`src/common/spc_pkg.sv`:
```
// package with constants and types of the speed profile control block
package spc_pkg;
    // speed figures in r/min
    localparam logic [12:0] SPC_SPEED_MIN     = 13'd50;
    localparam logic [12:0] SPC_SPEED_MAX     = 13'd4000;
    localparam logic [12:0] SPC_SPEED_RATED   = 13'd3000;
    localparam logic [12:0] SPC_SPEED_DEFAULT = 13'd50;
    // ramp times in tenths of a second
    localparam logic [7:0]  SPC_TIME_MIN      = 8'd1;
    localparam logic [7:0]  SPC_TIME_MAX      = 8'd150;
    localparam logic [7:0]  SPC_TIME_DIG_DEF  = 8'd5;
    localparam logic [7:0]  SPC_TIME_POT_DEF  = 8'd1;
    // timing
    localparam int          SPC_CLOCK_MHZ     = 200;
    localparam int          SPC_TICK_US       = 100;
    localparam int          SPC_TICK_CYCLES   = SPC_TICK_US * SPC_CLOCK_MHZ;
    localparam int          SPC_LOCK_MS       = 1000;
    localparam int          SPC_LOCK_TICKS    = SPC_LOCK_MS * 1000 / SPC_TICK_US;
    localparam int          SPC_BLINK_TICKS   = 2500;
    // ticks per tenth of a second
    localparam int          SPC_TICKS_PER_DS  = 100000 / SPC_TICK_US;
    // holding torque: percent of rated at full deviation
    localparam logic [6:0]  SPC_HOLD_MAX_PCT  = 7'd50;
    // alarm codes
    localparam logic [7:0]  SPC_AL_NONE       = 8'h00;
    localparam logic [7:0]  SPC_AL_OVERCUR    = 8'h20;
    localparam logic [7:0]  SPC_AL_STORAGE    = 8'h41;
    // number of operation data sets
    localparam int          SPC_SETS          = 4;

    typedef enum logic [1:0] {SPC_FIELD_SPEED, SPC_FIELD_ACC, SPC_FIELD_DEC} spc_field_t;
    typedef enum {SPC_ST_IDLE, SPC_ST_RUN, SPC_ST_ESTOP, SPC_ST_ALARM} spc_state_t;
endpackage

```
`src/design/spc_speed_profile.sv`:
```
// speed profile and protection control top
`timescale 1ns/1ps
`default_nettype none
module spc_speed_profile
    import spc_pkg::*;
(
    // clock and reset
    input  wire logic        clock,
    input  wire logic        rst,
    // operation inputs
    input  wire logic        data_select_bit0,
    input  wire logic        data_select_bit1,
    input  wire logic        run_in,
    input  wire logic        ext_stop_in,
    // dial edit port
    input  wire logic        edit_strobe,
    input  wire logic [1:0]  edit_field,
    input  wire logic [1:0]  edit_set,
    input  wire logic [12:0] edit_value,
    input  wire logic        init_strobe,
    input  wire logic        edit_lock,
    // parameters
    input  wire logic        ramp_digital,
    input  wire logic [7:0]  pot_time,
    input  wire logic        limit_strobe,
    input  wire logic [12:0] limit_upper,
    input  wire logic [12:0] limit_lower,
    input  wire logic        hold_enable,
    input  wire logic [7:0]  angle_dev,
    // protection
    input  wire logic        alarm_event,
    input  wire logic [7:0]  alarm_code_in,
    input  wire logic        warn_level,
    input  wire logic        alarm_reset,
    input  wire logic        other_screen,
    // outputs
    output var  logic [12:0] speed_ref,
    output var  logic        drive_enable,
    output var  logic [6:0]  hold_torque,
    output var  logic [7:0]  alarm_code,
    output var  logic        alarm_display_on,
    output var  logic        warning_out,
    output var  logic        lock_indicate,
    output var  logic        edit_rejected,
    output var  logic [1:0]  active_set
);
    // ------------------------------------------------------------
    // input synchronisers
    // ------------------------------------------------------------
    logic [2:0] sel0_sync, sel1_sync, run_sync, stop_sync;
    logic       sel0_reg, sel1_reg, run_reg, stop_reg;

    // three stages; a change counts once stages two and three agree
    always_ff @(posedge clock or posedge rst)
    begin
        if (rst)
        begin
            sel0_sync <= 3'h0;
            sel1_sync <= 3'h0;
            run_sync  <= 3'h0;
            stop_sync <= 3'h0;
        end
        else
        begin
            sel0_sync <= {sel0_sync[1:0], data_select_bit0};
            sel1_sync <= {sel1_sync[1:0], data_select_bit1};
            run_sync  <= {run_sync[1:0],  run_in};
            stop_sync <= {stop_sync[1:0], ext_stop_in};
        end
    end

    // filtered levels
    always_ff @(posedge clock or posedge rst)
    begin
        if (rst)
        begin
            sel0_reg <= 1'b0;
            sel1_reg <= 1'b0;
            run_reg  <= 1'b0;
            stop_reg <= 1'b0;
        end
        else
        begin
            if (sel0_sync[1] == sel0_sync[2]) sel0_reg <= sel0_sync[2];
            if (sel1_sync[1] == sel1_sync[2]) sel1_reg <= sel1_sync[2];
            if (run_sync[1] == run_sync[2])   run_reg  <= run_sync[2];
            if (stop_sync[1] == stop_sync[2]) stop_reg <= stop_sync[2];
        end
    end

    // ------------------------------------------------------------
    // helpers
    // ------------------------------------------------------------
    function automatic logic [12:0] clamp_speed(input logic [12:0] v,
                                                input logic [12:0] lo,
                                                input logic [12:0] hi);
        clamp_speed = (v > hi) ? hi : ((v < lo) ? lo : v);
    endfunction

    function automatic logic [7:0] clamp_time(input logic [7:0] t);
        clamp_time = (t > SPC_TIME_MAX) ? SPC_TIME_MAX
                   : ((t < SPC_TIME_MIN) ? SPC_TIME_MIN : t);
    endfunction

    // step per tick: span spread over time*ticks_per_ds ticks, at least 1
    function automatic logic [12:0] ramp_step(input logic [12:0] span, input logic [7:0] t);
        logic [23:0] den;
        logic [23:0] q;
        den = 24'(clamp_time(t)) * 24'(SPC_TICKS_PER_DS);
        q   = (24'(span) << 8) / den;
        ramp_step = (q[23:8] == 16'h0) ? 13'h1 : 13'(q[20:8]);
    endfunction

    // ------------------------------------------------------------
    // limits and data memory
    // ------------------------------------------------------------
    logic [12:0] upper_reg, lower_reg;
    logic [1:0]  sweep_reg;
    logic        sweep_busy_reg;
    logic [28:0] rd_data, wr_data;
    logic        wr_en;
    logic [1:0]  wr_idx, rd_idx;
    logic        sweep_valid_reg;
    logic [1:0]  sweep_rd_reg;

    // speed limits, held within 50..4000
    always_ff @(posedge clock or posedge rst)
    begin
        if (rst)
        begin
            upper_reg <= SPC_SPEED_MAX;
            lower_reg <= SPC_SPEED_MIN;
        end
        else if (limit_strobe && !edit_lock && limit_lower <= limit_upper)
        begin
            upper_reg <= clamp_speed(limit_upper, SPC_SPEED_MIN, SPC_SPEED_MAX);
            lower_reg <= clamp_speed(limit_lower, SPC_SPEED_MIN, SPC_SPEED_MAX);
        end
    end

    // after a limit change, walk the four sets and pull speeds inside
    always_ff @(posedge clock or posedge rst)
    begin
        if (rst)
        begin
            sweep_busy_reg  <= 1'b0;
            sweep_reg       <= 2'h0;
            sweep_valid_reg <= 1'b0;
            sweep_rd_reg    <= 2'h0;
        end
        else
        begin
            sweep_valid_reg <= sweep_busy_reg;
            sweep_rd_reg    <= sweep_reg;
            if (limit_strobe && !edit_lock)
            begin
                sweep_busy_reg <= 1'b1;
                sweep_reg      <= 2'h0;
            end
            else if (sweep_busy_reg)
            begin
                sweep_reg <= sweep_reg + 2'h1;
                if (sweep_reg == 2'h3)
                    sweep_busy_reg <= 1'b0;
            end
        end
    end

    // write mux: sweep overwrite, then initialization, then dial edit
    logic        edit_ok;
    logic [12:0] swept;
    always_comb
    begin
        swept   = clamp_speed(rd_data[28:16], lower_reg, upper_reg);
        edit_ok = edit_strobe && !edit_lock && !sweep_busy_reg && !sweep_valid_reg;
        wr_en   = 1'b0;
        wr_idx  = edit_set;
        wr_data = rd_data;
        if (sweep_valid_reg)
        begin
            wr_en   = 1'b1;
            wr_idx  = sweep_rd_reg;
            wr_data = {swept, rd_data[15:0]};
        end
        else if (init_strobe && !edit_lock && !sweep_busy_reg)
        begin
            wr_en   = 1'b1;
            wr_idx  = active_set;
            wr_data = {clamp_speed(SPC_SPEED_DEFAULT, lower_reg, upper_reg),
                       SPC_TIME_DIG_DEF, SPC_TIME_DIG_DEF};
        end
        else if (edit_ok && edit_field == 2'(SPC_FIELD_SPEED))
        begin
            wr_en   = (edit_value <= upper_reg) && (edit_value >= lower_reg);
            wr_data = {edit_value, rd_data[15:0]};
        end
        else if (edit_ok && edit_field == 2'(SPC_FIELD_ACC))
        begin
            wr_en   = 1'b1;
            wr_data = {rd_data[28:16], clamp_time(edit_value[7:0]), rd_data[7:0]};
        end
        else if (edit_ok && edit_field == 2'(SPC_FIELD_DEC))
        begin
            wr_en   = 1'b1;
            wr_data = {rd_data[28:8], clamp_time(edit_value[7:0])};
        end
    end

    // a sweep reads the swept set; edits read-modify-write the edited set; otherwise read the active set
    assign rd_idx = sweep_busy_reg ? sweep_reg : (edit_strobe ? edit_set : active_set);

    spc_data_mem u_mem (
        .clock   (clock),
        .rst     (rst),
        .wr_en   (wr_en),
        .wr_idx  (wr_idx),
        .wr_data (wr_data),
        .rd_idx  (rd_idx),
        .rd_data (rd_data)
    );

    // ------------------------------------------------------------
    // lock indication and edit refusal
    // ------------------------------------------------------------
    logic [14:0] lock_cnt_reg;
    // the tick is declared here because the lock countdown reads it
    logic [14:0] tick_cnt_reg;
    logic        tick_reg;

    // a dial attempt under lock shows the indication for about a second
    always_ff @(posedge clock or posedge rst)
    begin
        if (rst)
        begin
            lock_cnt_reg  <= 15'h0000;
            edit_rejected <= 1'b0;
        end
        else
        begin
            edit_rejected <= (edit_strobe || init_strobe || limit_strobe) && edit_lock;
            if ((edit_strobe || init_strobe || limit_strobe) && edit_lock)
                lock_cnt_reg <= 15'(SPC_LOCK_TICKS);
            else if (tick_reg && lock_cnt_reg != 15'h0000)
                lock_cnt_reg <= lock_cnt_reg - 15'h0001;
        end
    end

    // ------------------------------------------------------------
    // control tick
    // ------------------------------------------------------------
    // free-running 100 us control tick
    always_ff @(posedge clock or posedge rst)
    begin
        if (rst)
        begin
            tick_cnt_reg <= 15'h0000;
            tick_reg     <= 1'b0;
        end
        else
        begin
            tick_reg     <= (tick_cnt_reg == 15'(SPC_TICK_CYCLES - 1));
            tick_cnt_reg <= (tick_cnt_reg == 15'(SPC_TICK_CYCLES - 1)) ? 15'h0000
                          : tick_cnt_reg + 15'h0001;
        end
    end

    // ------------------------------------------------------------
    // run state and alarms
    // ------------------------------------------------------------
    spc_state_t  state_reg;
    logic        latched_hard;

    assign latched_hard = (alarm_code == SPC_AL_OVERCUR) || (alarm_code == SPC_AL_STORAGE);

    always_ff @(posedge clock or posedge rst)
    begin
        if (rst)
        begin
            state_reg  <= SPC_ST_IDLE;
            alarm_code <= SPC_AL_NONE;
        end
        else if (alarm_event)
        begin
            state_reg  <= SPC_ST_ALARM;
            alarm_code <= alarm_code_in;
        end
        else
        begin
            unique case (state_reg)
                SPC_ST_IDLE:  if (stop_reg) state_reg <= SPC_ST_ESTOP;
                              else if (run_reg) state_reg <= SPC_ST_RUN;
                SPC_ST_RUN:   if (stop_reg) state_reg <= SPC_ST_ESTOP;
                              else if (!run_reg && speed_ref == 13'h0)
                                  state_reg <= SPC_ST_IDLE;
                SPC_ST_ESTOP: if (!stop_reg && !run_reg) state_reg <= SPC_ST_IDLE;
                SPC_ST_ALARM: if (alarm_reset && !latched_hard)
                              begin
                                  state_reg  <= SPC_ST_IDLE;
                                  alarm_code <= SPC_AL_NONE;
                              end
            endcase
        end
    end

    // ------------------------------------------------------------
    // speed reference ramp
    // ------------------------------------------------------------
    logic [12:0] target, step_up, step_dn, span;

    always_comb
    begin
        target  = (state_reg == SPC_ST_RUN && run_reg) ? rd_data[28:16] : 13'h0;
        span    = ramp_digital ? rd_data[28:16] : SPC_SPEED_RATED;
        step_up = ramp_step(span, ramp_digital ? rd_data[15:8] : pot_time);
        step_dn = ramp_step(span, ramp_digital ? rd_data[7:0] : pot_time);
    end

    // linear move per tick; external stops and alarms drop the reference at once
    always_ff @(posedge clock or posedge rst)
    begin
        if (rst)
            speed_ref <= 13'h0;
        else if (state_reg == SPC_ST_ESTOP || state_reg == SPC_ST_ALARM)
            speed_ref <= 13'h0;
        else if (tick_reg && !edit_strobe && !sweep_busy_reg)
        begin
            if (speed_ref < target)
                speed_ref <= (target - speed_ref > step_up) ? speed_ref + step_up : target;
            else if (speed_ref > target)
                speed_ref <= (speed_ref - target > step_dn) ? speed_ref - step_dn : target;
        end
    end

    // ------------------------------------------------------------
    // outputs: drive, hold, displays
    // ------------------------------------------------------------
    logic [11:0] blink_cnt_reg;
    logic        blink_reg;

    always_ff @(posedge clock or posedge rst)
    begin
        if (rst)
        begin
            drive_enable  <= 1'b0;
            hold_torque   <= 7'h00;
            active_set    <= 2'h0;
            warning_out   <= 1'b0;
            lock_indicate <= 1'b0;
        end
        else
        begin
            active_set    <= {sel1_reg, sel0_reg};
            drive_enable  <= (state_reg == SPC_ST_RUN);
            // warning only while no alarm stands yet
            warning_out   <= warn_level && (state_reg != SPC_ST_ALARM);
            lock_indicate <= (lock_cnt_reg != 15'h0000);
            // proportional hold, capped at half rated; off unless enabled
            if (hold_enable && state_reg == SPC_ST_IDLE && speed_ref == 13'h0)
                hold_torque <= (angle_dev[7:1] > SPC_HOLD_MAX_PCT) ? SPC_HOLD_MAX_PCT
                             : angle_dev[7:1];
            else
                hold_torque <= 7'h00;
        end
    end

    // alarm display: steady on the alarm screen, blinking on others
    always_ff @(posedge clock or posedge rst)
    begin
        if (rst)
        begin
            blink_cnt_reg    <= 12'h000;
            blink_reg        <= 1'b0;
            alarm_display_on <= 1'b0;
        end
        else
        begin
            if (tick_reg)
            begin
                blink_cnt_reg <= (blink_cnt_reg == 12'(SPC_BLINK_TICKS - 1)) ? 12'h000
                               : blink_cnt_reg + 12'h001;
                if (blink_cnt_reg == 12'(SPC_BLINK_TICKS - 1))
                    blink_reg <= ~blink_reg;
            end
            alarm_display_on <= (state_reg == SPC_ST_ALARM) && (!other_screen || blink_reg);
        end
    end
endmodule
`default_nettype wire

```
`src/design/spc_data_mem.sv`:
```
// four-entry operation data memory with registered read port
`timescale 1ns/1ps
`default_nettype none
module spc_data_mem
    import spc_pkg::*;
(
    // clock and reset
    input  wire logic        clock,
    input  wire logic        rst,
    // write port
    input  wire logic        wr_en,
    input  wire logic [1:0]  wr_idx,
    input  wire logic [28:0] wr_data,
    // read port
    input  wire logic [1:0]  rd_idx,
    output var  logic [28:0] rd_data
);
    logic [28:0] mem_reg [SPC_SETS];

    // storage, factory defaults after reset
    always_ff @(posedge clock or posedge rst)
    begin
        if (rst)
        begin
            for (int i = 0; i < SPC_SETS; i++)
                mem_reg[i] <= {SPC_SPEED_DEFAULT, SPC_TIME_DIG_DEF, SPC_TIME_DIG_DEF};
        end
        else if (wr_en)
            mem_reg[wr_idx] <= wr_data;
    end

    // registered read, one cycle of latency
    always_ff @(posedge clock or posedge rst)
    begin
        if (rst)
            rd_data <= {SPC_SPEED_DEFAULT, SPC_TIME_DIG_DEF, SPC_TIME_DIG_DEF};
        else
            rd_data <= mem_reg[rd_idx];
    end
endmodule
`default_nettype wire

```
`config.mk`:
```
export PLATFORM = sky130hd
export DESIGN_NAME = spc_speed_profile
export DESIGN_NICKNAME = d
export VERILOG_FILES = /design/src/common/spc_pkg.sv /design/src/design/spc_speed_profile.sv /design/src/design/spc_data_mem.sv
export SDC_FILE = /design/constraint.sdc
export NUM_CORES = 1
export LEC_CHECK = 0
export BUFFER_PORTS_ARGS = -buffer_cell sky130_fd_sc_hd__buf_4
export CAP_MARGIN = 20
export CORE_ASPECT_RATIO = 1.5
export CORE_MARGIN = 5
export CORE_UTILIZATION = 35
export CTS_CLUSTER_SIZE = 12
export DETAILED_ROUTE_END_ITERATION = 6
export GPL_TIMING_DRIVEN = 0
export PLACE_DENSITY_LB_ADDON = 0.3
export SLEW_MARGIN = 15
export SYNTH_ARGS = -nofsm -noshare
export SYNTH_HDL_FRONTEND = slang
export SYNTH_HIERARCHICAL = 1
export SYNTH_SLANG_ARGS = --single-unit
```
`constraint.sdc`:
```
create_clock -name clock -period 44.3 [get_ports clock]
set_input_delay 8.86 -clock clock [delete_from_list [all_inputs] [get_ports clock]]
set_output_delay 8.86 -clock clock [all_outputs]
set_load 0.05 [all_outputs]
```
# Word-level counts from Yosys, hierarchy flattened
# Index checks and enable logic that the tools add are counted.
# word_totals
regBits	304
elab_cells	218
# op_classes
n_eq_ne	22
n_div	2
reduce_logical	54
n_addsub	8
muxes	68
n_lt_le_gt_ge	25
mul	2
n_bitwise	3
# op_table
cell	count
$mux W13	18
$mux W32	7
$mux W29	6
$pmux W32 S4	1
$bwmux W116	1
$eq A32 B2 Y1 const B	3
$mux W8	12
$eq A32 B3 Y1 const B	2
$logic_not A32 Y1	2
$bmux W29 S2	1
$demux W29 S2	1
$gt A13 B13 Y1	4
$div A21 B18 Y24	2
$mux W15	3
$sub A13 B13 Y13	3
$eq A32 B1 Y1 const B	1
$logic_not A16 Y1	2
$ne A32 B3 Y1 const B	1
$mul A8 B7 Y15 const B	2
$gt A13 B12 Y1 const B	2
$le A13 B13 Y1	2
$lt A13 B13 Y1	2
$lt A13 B6 Y1 const B	2
$gt A8 B8 Y1 const B	3
38 further kinds	101

# Longest topological paths before layout
# logic_depth
word_depth	14
depth_mapped	165
depth_no_buf	154

# By module
# Netlist, hierarchy kept.
# by_module_without_submodules
mod	cells_each	seq_area_each_um2	instances	area_each_um2
spc_speed_profile	2846	3239.4	1	22437.8
spc_data_mem	313	3672.3	1	5969.5

# Least setup slack after synthesis
# Ideal clock, no wire load.
# synth_path
kind	input to register
start	input ramp_digital
end	register speed_ref[12]
arrival_ns	39.469
setup_time_ns	0.094
setup_slack_ns	4.737
cell_stages	159
n_path_buf	14
path_cell_list	buf_2 -> clkbuf_1 -> clkbuf_1 -> clkbuf_1 -> a21oi_1 -> nor4_1 -> a211o_1 -> o21ai_0 -> inv_1 -> fa_1 -> xor2_1 -> ha_1 -> fa_1 -> inv_1 -> fa_1 -> inv_1 -> ha_1 -> buf_2 -> [123 not listed] -> o21ai_0 -> a21oi_1 -> o22ai_1 -> ha_1 -> inv_1 -> fa_1 -> a21o_1 -> a21o_1 -> a2111o_1 -> nand3_1 -> a31oi_1 -> xnor2_1 -> xnor2_1 -> nand2_1 -> o211ai_1 -> a21boi_0 -> o21ai_0 -> a211oi_1
# synth_via
elab_chain_len	14
elab_cells_between_ends	29
classes_between	2 x add/sub; 2 x mul; 2 x div; 6 x order compare; 15 x mux; 2 x reduce/logical
# synth_rtl
element	line	text
from (decl)	spc_speed_profile.sv:23	input wire logic ramp_digital,
$mux W8	spc_speed_profile.sv:315	step_dn = ramp_step(span, ramp_digital ? rd_data[7:0] : pot_time);
$lt A8 B1 Y1	spc_speed_profile.sv:102	: ((t < SPC_TIME_MIN) ? SPC_TIME_MIN : t);
$mux W8	spc_speed_profile.sv:102	
$mux W8	spc_speed_profile.sv:101	clamp_time = (t > SPC_TIME_MAX) ? SPC_TIME_MAX
$mul A8 B7 Y15	spc_speed_profile.sv:109	den = 24'(clamp_time(t)) * 24'(SPC_TICKS_PER_DS);
$div A21 B18 Y24	spc_speed_profile.sv:110	q = (24'(span) << 8) / den;
$logic_not A16 Y1	spc_speed_profile.sv:111	ramp_step = (q[23:8] == 16'h0) ? 13'h1 : 13'(q[20:8]);
$mux W13	spc_speed_profile.sv:111	
$sub A13 B13 Y13 / $gt A13 B13 Y1 (equally long branches)	spc_speed_profile.sv:330	speed_ref <= (speed_ref - target > step_dn) ? speed_ref - step_dn : target;
$mux W13	spc_speed_profile.sv:330	
$mux W13	spc_speed_profile.sv:329	else if (speed_ref > target)
$mux W13 (*)	spc_speed_profile.sv:327	if (speed_ref < target)
$mux W13 (*)	spc_speed_profile.sv:325	else if (tick_reg && !edit_strobe && !sweep_busy_reg)
$mux W13 (*)	spc_speed_profile.sv:323	else if (state_reg == SPC_ST_ESTOP || state_reg == SPC_ST_ALARM)
to (signal assigned)	spc_speed_profile.sv:328	speed_ref <= (target - speed_ref > step_up) ? speed_ref + step_up : target;
to (signal assigned)	spc_speed_profile.sv:330	
to (decl)	spc_speed_profile.sv:37	output var logic [12:0] speed_ref,
# Every way passes the cells marked *; elsewhere a longest branch is shown, timed or not. The select of a mux whose other input is x is not followed.
# A chain may end at the register's enable or synchronous reset.

# Final worst setup path
# Ends and elaborated chain as after synthesis.

==> metrics.yaml <==
global_routing:
  first_global_vias: 24512
  grt_first_pass_wirelength_um: 137000
  antenna_found_initial: 0
  grtUsageTotal: 0.194
  grt_max_degree: 93
  overflow: 0
floorplanning:
  die_area_sq_mm: 0.0871
  die_x_um: 243
  die_h_um: 359
  start_util: 0.351
  core_area_sq_mm: 0.0809
  num_rows: 128
  io_pins: 118
setup_path:
  critPathLaunchType: "input pin"
  critPathCaptureType: "flip-flop"
  setup.worst_path.class: "in -> reg"
  reg2reg_setup_slack_ns: 10.33
  cpMaxStageDelayCell: "or4b_2"
  ff2ff_path_depth: 154
  cpMostUsedCell: "o21a_1"
  crit_required_ns: 44.76
  arrival_ns: 42.73
  slowest_delay_ns: 0.69
  critPathMaxFanout: 12
drt:
  drt_iter0_markers: 1492
  vias_per_cell: 5.59
  dr_total_vias: 24564
  drtPass1Iterations: 6
  wl_met1_um: 35000
  dr_wl_met2_um: 45800
  top_layer: "met4"
  met3_length_um: 2700
  wl_um: 88200
  drc: 0
  ant_nets: 0
  wl_per_cell_um: 20.1
synth:
  yosysSeqAreaShare: 0.243
  synth_area_per_cell_sq_um: 8.99
  synthCells: 3159
  ys_seq_elements: 274
  synthDistinctLibCells: 107
  syn-cell-area_sq_mm: 0.0284
  synthArstFlopShare: 1.00
  yosysWarnings: 6
  synth-edff-count: 0
  ys.flop_type: "dfrtp_1"
cells_and_area:
  post-route-util: 0.396
  nNetsFinal: 3864
  drive_gt1_frac: 0.168
  nFillCells: 8041
  largest_reg_flops: 116
  seq_area_sq_mm: 0.00691
  antenna_cells: 0
  area_delta_synth_final_pct: 12.7
  multi_input_area_sq_mm: 0.0204
sta:
  skew_ns: 0.0145
  maxSlewHeadroom: 0.267
  setup_slack_ns: 2.04
  finalSetupTns_ns: 0
  report.final.slew_viol_count: 0
  setup_viol: 0
  min_period_ns: 42.26
  worst_pin_slew_ns: 1.09
  final_hold_viol_count: 0
  min_period_over_period: 0.954
  rsz0062_at_grt: "no"
  max_freq_mhz: 23.7
cts:
  cts_root_buf: "clkbuf_16"
  cts_made_buffers: 28
  clk_pin_slew_ns: 0.06
  cts.sink_count: 274
  cts_max_level: 1
  cts_tree: "done"
  clock_latency_ns: 0.56
  clockBufferDepth: 3
run:
  maxCapViolCount: 0
place:
  place_hpwl_um: 70700
  place_congestion: 0.909
  io_buffer_count: 115
  dp_slack_ns: -5.37
worst_hold_path:
  hold_path_depth: 0
  hold_path.class: "reg -> reg"
run_status:
  status: "finished, final reports clean"
[metal layers]
layer,up-vias,global-route usage
met2,548,0.365
met3,200,0.0149
met4,0,0.0872
li1,11878,-
met5,-,0
met1,11938,0.222
[what timing repair did]
| item | 4_1_cts | 5_1_grt |
|---|---|---|
| pin swaps | 2 | 7 |
| endpoints found under the hold margin | 0 | 0 |
| endpoints found under the setup margin | 13 | 13 |
| buffers inserted | 6 | 14 |
| resized for setup | 39 | 60 |
| hold buffers | 0 | 0 |
[cell usage in the layout, fill, tap and decap left out, types with 20 or more instances in the layout]
| master | instances |
|---|---|
| or2_2 | 20 |
| o21a_1 | 115 |
| and3_1 | 27 |
| o21ai_0 | 164 |
| mux2i_1 | 44 |
| clkbuf_1 | 57 |
| a21oi_1 | 149 |
| fa_1 | 46 |
| mux4_2 | 29 |
| nand4_1 | 44 |
| ha_1 | 404 |
| nor4_1 | 20 |
| nor2_1 | 245 |
| nand3_1 | 62 |
| buf_4 | 141 |
| mux2_2 | 109 |
| clkbuf_16 | 29 |
| o211ai_1 | 26 |
| nor3_1 | 128 |
| dfstp_2 | 44 |
| o21ai_1 | 21 |
| dfrtp_1 | 230 |
| xnor2_1 | 72 |
| nor2b_1 | 41 |
| a211oi_1 | 23 |
| a31oi_1 | 37 |
| nand2b_1 | 33 |
| nand2_1 | 206 |
| a21o_1 | 70 |
| inv_1 | 231 |
| mux2_4 | 41 |
| or3_1 | 47 |
| xor2_1 | 45 |
[path summary, 6_finish.rpt]
check	endpoint	start
min in group asynchronous	u_mem/mem_reg[113]$_DFFE_PP0P_	rst
max in group asynchronous	u_mem/mem_reg[29]$_DFFE_PP1P_	rst
min	stop_sync[1]$_DFF_PP0_	stop_sync[0]$_DFF_PP0_
max	speed_ref[12]$_DFFE_PP0P_	ramp_digital
min reg2reg	stop_sync[1]$_DFF_PP0_	stop_sync[0]$_DFF_PP0_
max reg2reg	speed_ref[12]$_DFFE_PP0P_	u_mem/rd_data[6]$_DFF_PP0_
[layout make-up]
class,instances,share of cell area
Multi-Input combinational cell,2557,0.638
Sequential cell,274,0.216
Buffer,83,0.0143
Timing Repair Buffer,141,0.0347
Clock buffer,47,0.0254
Clock inverter,4,0.00160
Inverter,246,0.0297
Tap cell,1040,0.0406
[metrics by stage]
step	cell area, sq um	hold WS [ns]	instances
floorplan	28400	0.331	3165
finish	32000	0.357	4392
global route	32000	0.365	4392
detailed placement	30700	0.338	4326
global placement	30600	0.343	4320
CTS	31800	0.358	4381
[critical path, delay by kind of cell]
kind	cells	cell delay (ns)
compound gates	89	17.82
fa+ha+maj	19	6.00
xor+xnor	3	0.49
mux	4	1.27
simple gates	20	3.87
buf+inv	23	4.33
[cells by family (layout without fill, tap and decap cells)]
family	after synthesis	count (layout)	synth area share
other cells	1	7	0.000132
xor+xnor	123	123	0.0385
simple gates	957	957	0.166
fa+ha+maj	457	457	0.213
flops	274	274	0.243
compound gates	787	787	0.186
mux	226	226	0.104
buf+inv	334	521	0.0483
[synth_stat cells (all sizes together), types with 15 or more instances]
cell      n  area [sq um]
ha      404          5050
nor2    251           947
inv     245           922
dfrtp   230          5760
nand2   208           791
o21ai   188           945
a21oi   156           781
mux2    151          1850
nor3    129           646
o21a    117           878
xnor2    73           639
a21o     71           533
nand3    63           315
clkbuf   59           223
or3      50           313
xor2     49           429
fa       46           921
mux2i    46           460
dfstp    44          1160
nand4    44           275
nor2b    44           278
a31oi    37           231
nand2b   34           213
buf      29           223
mux4     29           653
a211oi   28           225
and3     27           169
o211ai   26           195
nor4     22           138
or2      21           134
o31ai    18           145
and2     15          96.4
Power is left out: the tool's default activity adds up to more than one toggle a clock period on the data nets, which glitch-free logic cannot reach.
